File: config.mk
export PLATFORM = sky130hd
export DESIGN_NAME = pbrt_timer
export DESIGN_NICKNAME = d
export VERILOG_FILES = /design/src/pbrt_pkg.sv /design/src/pbrt_timer.sv
export SDC_FILE = /design/constraint.sdc
export NUM_CORES = 1
export LEC_CHECK = 0
export BUFFER_PORTS_ARGS = -buffer_cell sky130_fd_sc_hd__clkbuf_2
export CORE_MARGIN = 4
export CORE_UTILIZATION = 50
export CTS_BUF_LIST = sky130_fd_sc_hd__clkbuf_8
export DETAILED_ROUTE_END_ITERATION = 10
export PLACE_DENSITY = 0.76
export REMOVE_ABC_BUFFERS = 1
export SLEW_MARGIN = 10
export SYNTH_ARGS = -nofsm -noshare
export SYNTH_HDL_FRONTEND = slang
export SYNTH_SLANG_ARGS = --single-unit
File: constraint.sdc
create_clock -name clk -period 4.12 [get_ports clk]
set_clock_uncertainty 0.1 [all_clocks]
set_input_delay 0.412 -clock clk [delete_from_list [all_inputs] [get_ports clk]]
set_output_delay 0.412 -clock clk [all_outputs]
set_load 0.01 [all_outputs]
File: src/pbrt_pkg.sv
// Package for the push-button reset timer: timing constants, variants, states and carriers
package pbrt_pkg;
    // Clock rate in Hz (10 ns period)
    localparam longint CLK_HZ = 100_000_000;
    // Hold times in milliseconds as printed
    localparam longint HOLD_LONG_MS = 12_500; // Level variant, strap high
    localparam longint HOLD_STD_MS = 7_500; // Strap low, any variant
    localparam longint HOLD_ZERO_MS = 0; // Fixed-pulse variant, strap high
    // Fixed reset pulse in milliseconds
    localparam longint PULSE_MS = 400;
    // Detection delay and start-up delay in microseconds
    localparam longint DETECT_US = 150;
    localparam longint STARTUP_US = 300;
    // Cycle counts derived from the rate
    localparam longint HOLD_LONG_CYC = HOLD_LONG_MS * (CLK_HZ / 1000);
    localparam longint HOLD_STD_CYC = HOLD_STD_MS * (CLK_HZ / 1000);
    localparam longint HOLD_ZERO_CYC = HOLD_ZERO_MS * (CLK_HZ / 1000);
    localparam longint PULSE_CYC = PULSE_MS * (CLK_HZ / 1000);
    localparam longint DETECT_CYC = DETECT_US * (CLK_HZ / 1_000_000);
    localparam longint STARTUP_CYC = STARTUP_US * (CLK_HZ / 1_000_000);
    // Timer width, wide enough for the longest hold
    localparam int CNT_W = 32;
    // Reset values
    localparam logic [CNT_W-1:0] CNT_RST = 32'h0000_0000;
    localparam logic STRAP_RST = 1'b0;
    // Product variants
    typedef enum logic [1:0] {
        PBRT_LEVEL_DUAL = 2'h0, // Released by a button
        PBRT_PULSE_DUAL = 2'h1, // Fixed pulse, two buttons
        PBRT_PULSE_SINGLE = 2'h2 // Fixed pulse, one button
    } pbrt_variant_t;
    // Controller states, Gray along idle-hold-reset-rearm
    typedef enum logic [1:0] {
        PBRT_ST_IDLE = 2'b00, // Waiting for a press
        PBRT_ST_HOLD = 2'b01, // Timing a press
        PBRT_ST_RESET = 2'b11, // Reset driven low
        PBRT_ST_REARM = 2'b10 // Waiting for a release
    } pbrt_state_t;
    // Open-drain output carrier
    typedef struct packed {
        logic out; // Level driven when enabled, always low
        logic oe; // High while pulling the net low
    } pbrt_od_t;
endpackage

File: src/pbrt_timer.sv
// Push-button long-press reset generator with open-drain reset output
`timescale 1ns/1ns
// Contract
// - Dual variants need both buttons low throughout hold.
// - Level variant releases when either button rises.
// - One reset per valid hold condition.
// - Rearm needs a release then a full hold.
// - Fixed pulse lasts 400 ms regardless of buttons.
// - Single variant watches only button A.
// - Strap selects hold time per variant.
// - Strap sampled at power-up and while released.
// - Output driven low only in reset, else released.
// - Glitches during fixed pulse are ignored.
// - Release during pulse is acted on after it.
// - Zero hold asserts after 150 us detection delay.
// - Pressed at power-up asserts after 300 us at the earliest.
module pbrt_timer #(
    parameter pbrt_pkg::pbrt_variant_t VARIANT = pbrt_pkg::PBRT_PULSE_DUAL, // Product variant
    parameter logic [pbrt_pkg::CNT_W-1:0] HOLD_LONG = pbrt_pkg::CNT_W'(pbrt_pkg::HOLD_LONG_CYC), // 12.5 s
    parameter logic [pbrt_pkg::CNT_W-1:0] HOLD_STD = pbrt_pkg::CNT_W'(pbrt_pkg::HOLD_STD_CYC), // 7.5 s
    parameter logic [pbrt_pkg::CNT_W-1:0] PULSE_LEN = pbrt_pkg::CNT_W'(pbrt_pkg::PULSE_CYC), // 400 ms
    parameter logic [pbrt_pkg::CNT_W-1:0] DETECT_LEN = pbrt_pkg::CNT_W'(pbrt_pkg::DETECT_CYC), // 150 us
    parameter logic [pbrt_pkg::CNT_W-1:0] STARTUP_LEN = pbrt_pkg::CNT_W'(pbrt_pkg::STARTUP_CYC) // 300 us
) (
    input wire logic clk,
    input wire logic arst_n,
    input wire logic button_in_a_n,
    input wire logic button_in_b_n,
    input wire logic delay_select_strap,
    output pbrt_pkg::pbrt_od_t rst_od
);
    // Synchroniser stages for the three pins
    logic [2:0] sync1_r;
    logic [2:0] sync2_r;
    // Synchronised levels
    logic a_low;
    logic b_low;
    logic strap_s;
    // Buttons taken as pressed for this variant
    logic pressed;
    // Sampled strap
    logic strap_r;
    // Start-up timer and its done flag
    logic [pbrt_pkg::CNT_W-1:0] boot_cnt_r;
    logic boot_done_r;
    // Main timer and state
    logic [pbrt_pkg::CNT_W-1:0] cnt_r;
    pbrt_pkg::pbrt_state_t state_r;
    pbrt_pkg::pbrt_state_t state_nxt;
    // Selected hold length and the length that applies to this press
    logic [pbrt_pkg::CNT_W-1:0] hold_len;
    logic [pbrt_pkg::CNT_W-1:0] target;
    logic fixed_pulse;
    // Run of consecutive pressed cycles, read only by the checks
    logic [pbrt_pkg::CNT_W-1:0] press_run_r;

    // Hold length from variant and strap
    function automatic logic [pbrt_pkg::CNT_W-1:0] hold_sel(input logic strap);
        if (VARIANT == pbrt_pkg::PBRT_LEVEL_DUAL) begin
            hold_sel = strap ? HOLD_LONG : HOLD_STD;
        end else begin
            hold_sel = strap ? pbrt_pkg::CNT_W'(pbrt_pkg::HOLD_ZERO_CYC) : HOLD_STD;
        end
    endfunction

    // Two-flop synchronisers for pins
    always_ff @(posedge clk or negedge arst_n) begin
        if (!arst_n) begin
            sync1_r <= 3'h7;
            sync2_r <= 3'h7;
        end else begin
            sync1_r <= {delay_select_strap, button_in_b_n, button_in_a_n};
            sync2_r <= sync1_r;
        end
    end

    assign a_low = ~sync2_r[0];
    assign b_low = ~sync2_r[1];
    assign strap_s = sync2_r[2];
    assign fixed_pulse = (VARIANT != pbrt_pkg::PBRT_LEVEL_DUAL);

    // Press condition per variant
    always_comb begin
        if (VARIANT == pbrt_pkg::PBRT_PULSE_SINGLE) begin
            pressed = a_low;
        end else begin
            pressed = a_low & b_low;
        end
    end

    // Strap sampling: through the start-up window, then only while released
    // Window outlasts the synchroniser, so the pin and not its reset value is kept
    always_ff @(posedge clk or negedge arst_n) begin
        if (!arst_n) begin
            strap_r <= pbrt_pkg::STRAP_RST;
        end else if (!boot_done_r || !pressed) begin
            strap_r <= strap_s;
        end
    end

    // Start-up window counter after reset release
    always_ff @(posedge clk or negedge arst_n) begin
        if (!arst_n) begin
            boot_cnt_r <= pbrt_pkg::CNT_RST;
            boot_done_r <= 1'b0;
        end else if (!boot_done_r) begin
            if (boot_cnt_r >= STARTUP_LEN - 1) begin
                boot_done_r <= 1'b1;
            end
            boot_cnt_r <= boot_cnt_r + 1'b1;
        end
    end

    assign hold_len = hold_sel(strap_r);
    // Zero hold becomes detection delay; boot press waits at least start-up time
    always_comb begin
        target = (hold_len == pbrt_pkg::CNT_RST) ? DETECT_LEN : hold_len;
        if (!boot_done_r && target < STARTUP_LEN) begin
            target = STARTUP_LEN;
        end
    end

    // Next state
    always_comb begin
        state_nxt = state_r;
        unique case (state_r)
            pbrt_pkg::PBRT_ST_IDLE: begin
                if (pressed) begin
                    state_nxt = pbrt_pkg::PBRT_ST_HOLD;
                end
            end
            pbrt_pkg::PBRT_ST_HOLD: begin
                if (!pressed) begin
                    state_nxt = pbrt_pkg::PBRT_ST_IDLE;
                end else if (cnt_r >= target - 1) begin
                    state_nxt = pbrt_pkg::PBRT_ST_RESET;
                end
            end
            pbrt_pkg::PBRT_ST_RESET: begin
                if (fixed_pulse) begin
                    if (cnt_r >= PULSE_LEN - 1) begin
                        state_nxt = pbrt_pkg::PBRT_ST_REARM;
                    end
                end else if (!pressed) begin
                    state_nxt = pbrt_pkg::PBRT_ST_IDLE;
                end
            end
            pbrt_pkg::PBRT_ST_REARM: begin
                if (!pressed) begin
                    state_nxt = pbrt_pkg::PBRT_ST_IDLE;
                end
            end
        endcase
    end

    // State register
    always_ff @(posedge clk or negedge arst_n) begin
        if (!arst_n) begin
            state_r <= pbrt_pkg::PBRT_ST_IDLE;
        end else begin
            state_r <= state_nxt;
        end
    end

    // Shared timer: counts hold or pulse, clears on state change
    always_ff @(posedge clk or negedge arst_n) begin
        if (!arst_n) begin
            cnt_r <= pbrt_pkg::CNT_RST;
        end else if (state_nxt != state_r) begin
            cnt_r <= pbrt_pkg::CNT_RST;
        end else if (state_r == pbrt_pkg::PBRT_ST_HOLD || state_r == pbrt_pkg::PBRT_ST_RESET) begin
            cnt_r <= cnt_r + 1'b1;
        end
    end

    // Open-drain output, pulls low only in reset
    always_ff @(posedge clk or negedge arst_n) begin
        if (!arst_n) begin
            rst_od <= '{out: 1'b0, oe: 1'b0};
        end else begin
            rst_od <= '{out: 1'b0, oe: (state_nxt == pbrt_pkg::PBRT_ST_RESET)};
        end
    end

    // Consecutive pressed cycles, saturating
    always_ff @(posedge clk or negedge arst_n) begin
        if (!arst_n) begin
            press_run_r <= pbrt_pkg::CNT_RST;
        end else if (!pressed) begin
            press_run_r <= pbrt_pkg::CNT_RST;
        end else if (press_run_r != {pbrt_pkg::CNT_W{1'b1}}) begin
            press_run_r <= press_run_r + 1'b1;
        end
    end
endmodule // pbrt_timer

==> results by group <==
Outcome
  • Status: finished clean

Timing
  • Final Hold Viols: 0
  • Achievable frequency: 320 MHz
  • Setup slack after layout: 993 ps
  • Min Clock Period, post-route: 3130 ps
  • Rel. slew slack: 38.8%
  • Worst-Margin Slew: 918 ps
  • Total Neg Setup Slack: 0 ps
  • Slew Limit Fails: 0
  • Period utilisation layout: 75.9%
  • RSZ-0062 raised after global routing: false
  • WHS: 42.1 ps
  • Setup violators final: 0

Final layout
  • Non-Filler Instances: 521
  • Fin area: 4290 µm²
  • Total Nets Final: 442
  • Fin util: 55.3%
  • Fraction of layout cells with a size suffix above 1: 7.40%
  • Commonest non-fill, non-tap cell in the layout: dfrtp_1
  • Area growth syn-to-layout: 7.02%
  • Commonest cells after routing, fill and taps aside: 69 x dfrtp_1, 48 x nor2_1, 41 x xnor2_1, 35 x nand2_1, 23 x ha_1
  • Antenna diode count: 0

Synthesis
  • EDFF count, synth: 0
  • Asr flop ratio synth: 100%
  • Cell taking the most area after synthesis: dfrtp_1
  • Post-Syn Instances: 405
  • Synth top area share: 43.0%
  • Avg Cell Area, Syn: 9.91 µm²
  • Ys Warns: 0
  • Synth top area cells: dfrtp_1 43%, xnor2_1 8.9%, ha_1 7.2%, nor2_1 4.5%, xor2_1 4.4%
  • Syn Std Cell Area: 4010 µm²
  • Synth Flop Type: dfrtp_1
  • Sequential share of the synthesized area: 47.0%
  • Post-synth cell types: 47
  • #FFs+latches synth: 75

Floorplan
  • Die Height: 97.6 µm
  • Die width: 97.6 µm
  • IO Pins: 7
  • Core ar.: 7770 µm²
  • Row count: 32
  • Die area: 9520 µm²
  • Initial Util: 51.7%

Placed design
  • GP Congestion: 0.874
  • Dpl hpwl: 5.42 mm
  • I/O Buffers: 5
  • Placed cell area: 4120 µm²
  • Pre-CTS setup slack: 994 ps
  • Placed cells: 505

Worst setup path
  • CP Launch Point: boot_done_r
  • Reg-to-reg endpoint: cnt_r[28]
  • Worst EP required: 4300 ps
  • R2R depth: 9
  • Setup crit end: cnt_r[28]
  • CP Launch Type: flop
  • CP Max Fanout: 23
  • FF-to-FF setup slack: 990 ps
  • Worst Setup End Kind: flop
  • Origin of the critical flop-to-flop path: boot_done_r
  • Crit path kind: flop to flop
  • CP arrival: 3300 ps

Drt
  • Final wirelength: 7.59 mm
  • Drt drc: 0
  • DR pass1 iterations: 4
  • DRT iter0 DRCs: 148
  • Avg WL per Cell: 14.6 µm
  • Routed Antenna Nets: 0
  • Total number of vias: 2905
  • Uppermost layer routed: met4
  • Via density: 5.58
  • Met3 WL post-DR: 214 µm
  • Met2 Wirelength: 3.53 mm
  • M1 WL: 3.70 mm

GRT
  • Initial antenna violation count: 0
  • Largest net degree at the start of global routing: 76
  • Vias in the first global route: 2873
  • GRT Residual Overflow: 0
  • Tot GR Track Use: 17.4%
  • First-pass GRT wire length: 13.5 mm

Clock tree
  • CTS tree: yes
  • Clock-pin slew on the worst setup and hold paths: 80 ps
  • Resized cells post-CTS: 0
  • Number of setup buffers added after CTS: 0
  • Clock buffer depth: 2
  • Root buffer selected by CTS: clkbuf_8
  • Clock sinks: 75
  • H-tree lvl count: 3
  • Worst skew pair latency: 350 ps
  • CTS Buf Count: 9
  • CTS Hold Buffers Added: 0

Power
  • Cell internal pwr: 0.985 mW
  • Leakage: 1.95 nW
  • Peak supply drop: 195 µV
  • Seq pwr share: 58.2%
  • PD cells: 300 nW/µm²
  • Combinational share of power: 3.5%
  • Net Switching: 0.302 mW
  • Clock power share: 38.4%
  • Sw Share: 23.5%
  • Total Power: 1.29 mW

Job
  • Max cap viols: 0

Min path
  • HP Class: input port to flop
[Yosys cell counts (4+ instances only)]
| cell | n |
|---|---|
| dfrtp_1 | 69 |
| nor2_1 | 48 |
| xnor2_1 | 41 |
| nand2_1 | 35 |
| ha_1 | 23 |
| nand3_1 | 20 |
| xor2_1 | 20 |
| and3_1 | 19 |
| nand4_1 | 14 |
| nor3_1 | 13 |
| o21ai_0 | 11 |
| a21oi_1 | 10 |
| inv_1 | 10 |
| nor4_1 | 7 |
| dfstp_2 | 6 |
| buf_2 | 5 |
| and4_1 | 4 |
[per-layer routing]
layer  up-vias  GRT usage [%]
met5         -              0
met4         0           7.03
met3        15           2.80
met2        36           26.0
met1      1427           25.1
li1       1427              -
[worst min path at each step]
stage / start / end / slack, ps / depth (start not counted)
6_report: button_in_a_n / sync1_r[0] / 40 / 1
5_1_grt: button_in_a_n / sync1_r[0] / 30 / 1
4_1_cts: button_in_a_n / sync1_r[0] / 30 / 1
3_5_place_dp: sync1_r[0] / sync2_r[0] / 250 / 0
3_3_place_gp: sync1_r[0] / sync2_r[0] / 250 / 0
2_1_floorplan: arst_n / boot_cnt_r[0] / 20 / 0
[logic make-up after synthesis]
group	share of synthesized area, %
and+or+nand+nor	22.4
DFF	47.0
xor gates and xnor gates	13.3
AOI/OAI and AO/OA	6.67
adders and majority gates	7.17
buffers and inverters	2.78
other	0.187
muxes	0.530
[sequential cells by signal, summed over array words and instances, names as in the netlist]
signal / flops
state_r: 2
strap_r: 1
boot_done_r: 1
cnt_r: 32
boot_cnt_r: 32
sync2_r: 3
sync1_r: 3
rst_od: 1
[final cells by class]
| type | instances | area (µm²) |
|---|---|---|
| Tap cell | 102 | 128 |
| Inverter | 10 | 37.5 |
| Sequential cell | 75 | 1880 |
| Multi-Input combinational cell | 311 | 2030 |
| Fill cell | 688 | 3470 |
| Clock buffer | 10 | 138 |
| Clock inverter | 6 | 36.3 |
| Timing Repair Buffer | 7 | 42.5 |
[critical path, cell delays in order (launching register included)]
cell and delay, ps:
dfrtp_1 550, and2_1 270, inv_1 90, ha_1 320
a221oi_1 320, a221oi_1 120, o41ai_1 590, a211oi_2 260
buf_4 280, nor2_1 140
[power by group through the flow]
| stage | clock network, mW | logic [mW] | registers [mW] |
|---|---|---|---|
| floorplan | 0 | 0.0205 | 0.761 |
| global placement | 0 | 0.0426 | 0.762 |
| detailed placement | 0 | 0.0455 | 0.762 |
| CTS | 0.507 | 0.0457 | 0.748 |
| global route | 0.542 | 0.0523 | 0.749 |
| finish | 0.494 | 0.0444 | 0.748 |
Power figures use the tool's default switching activity.
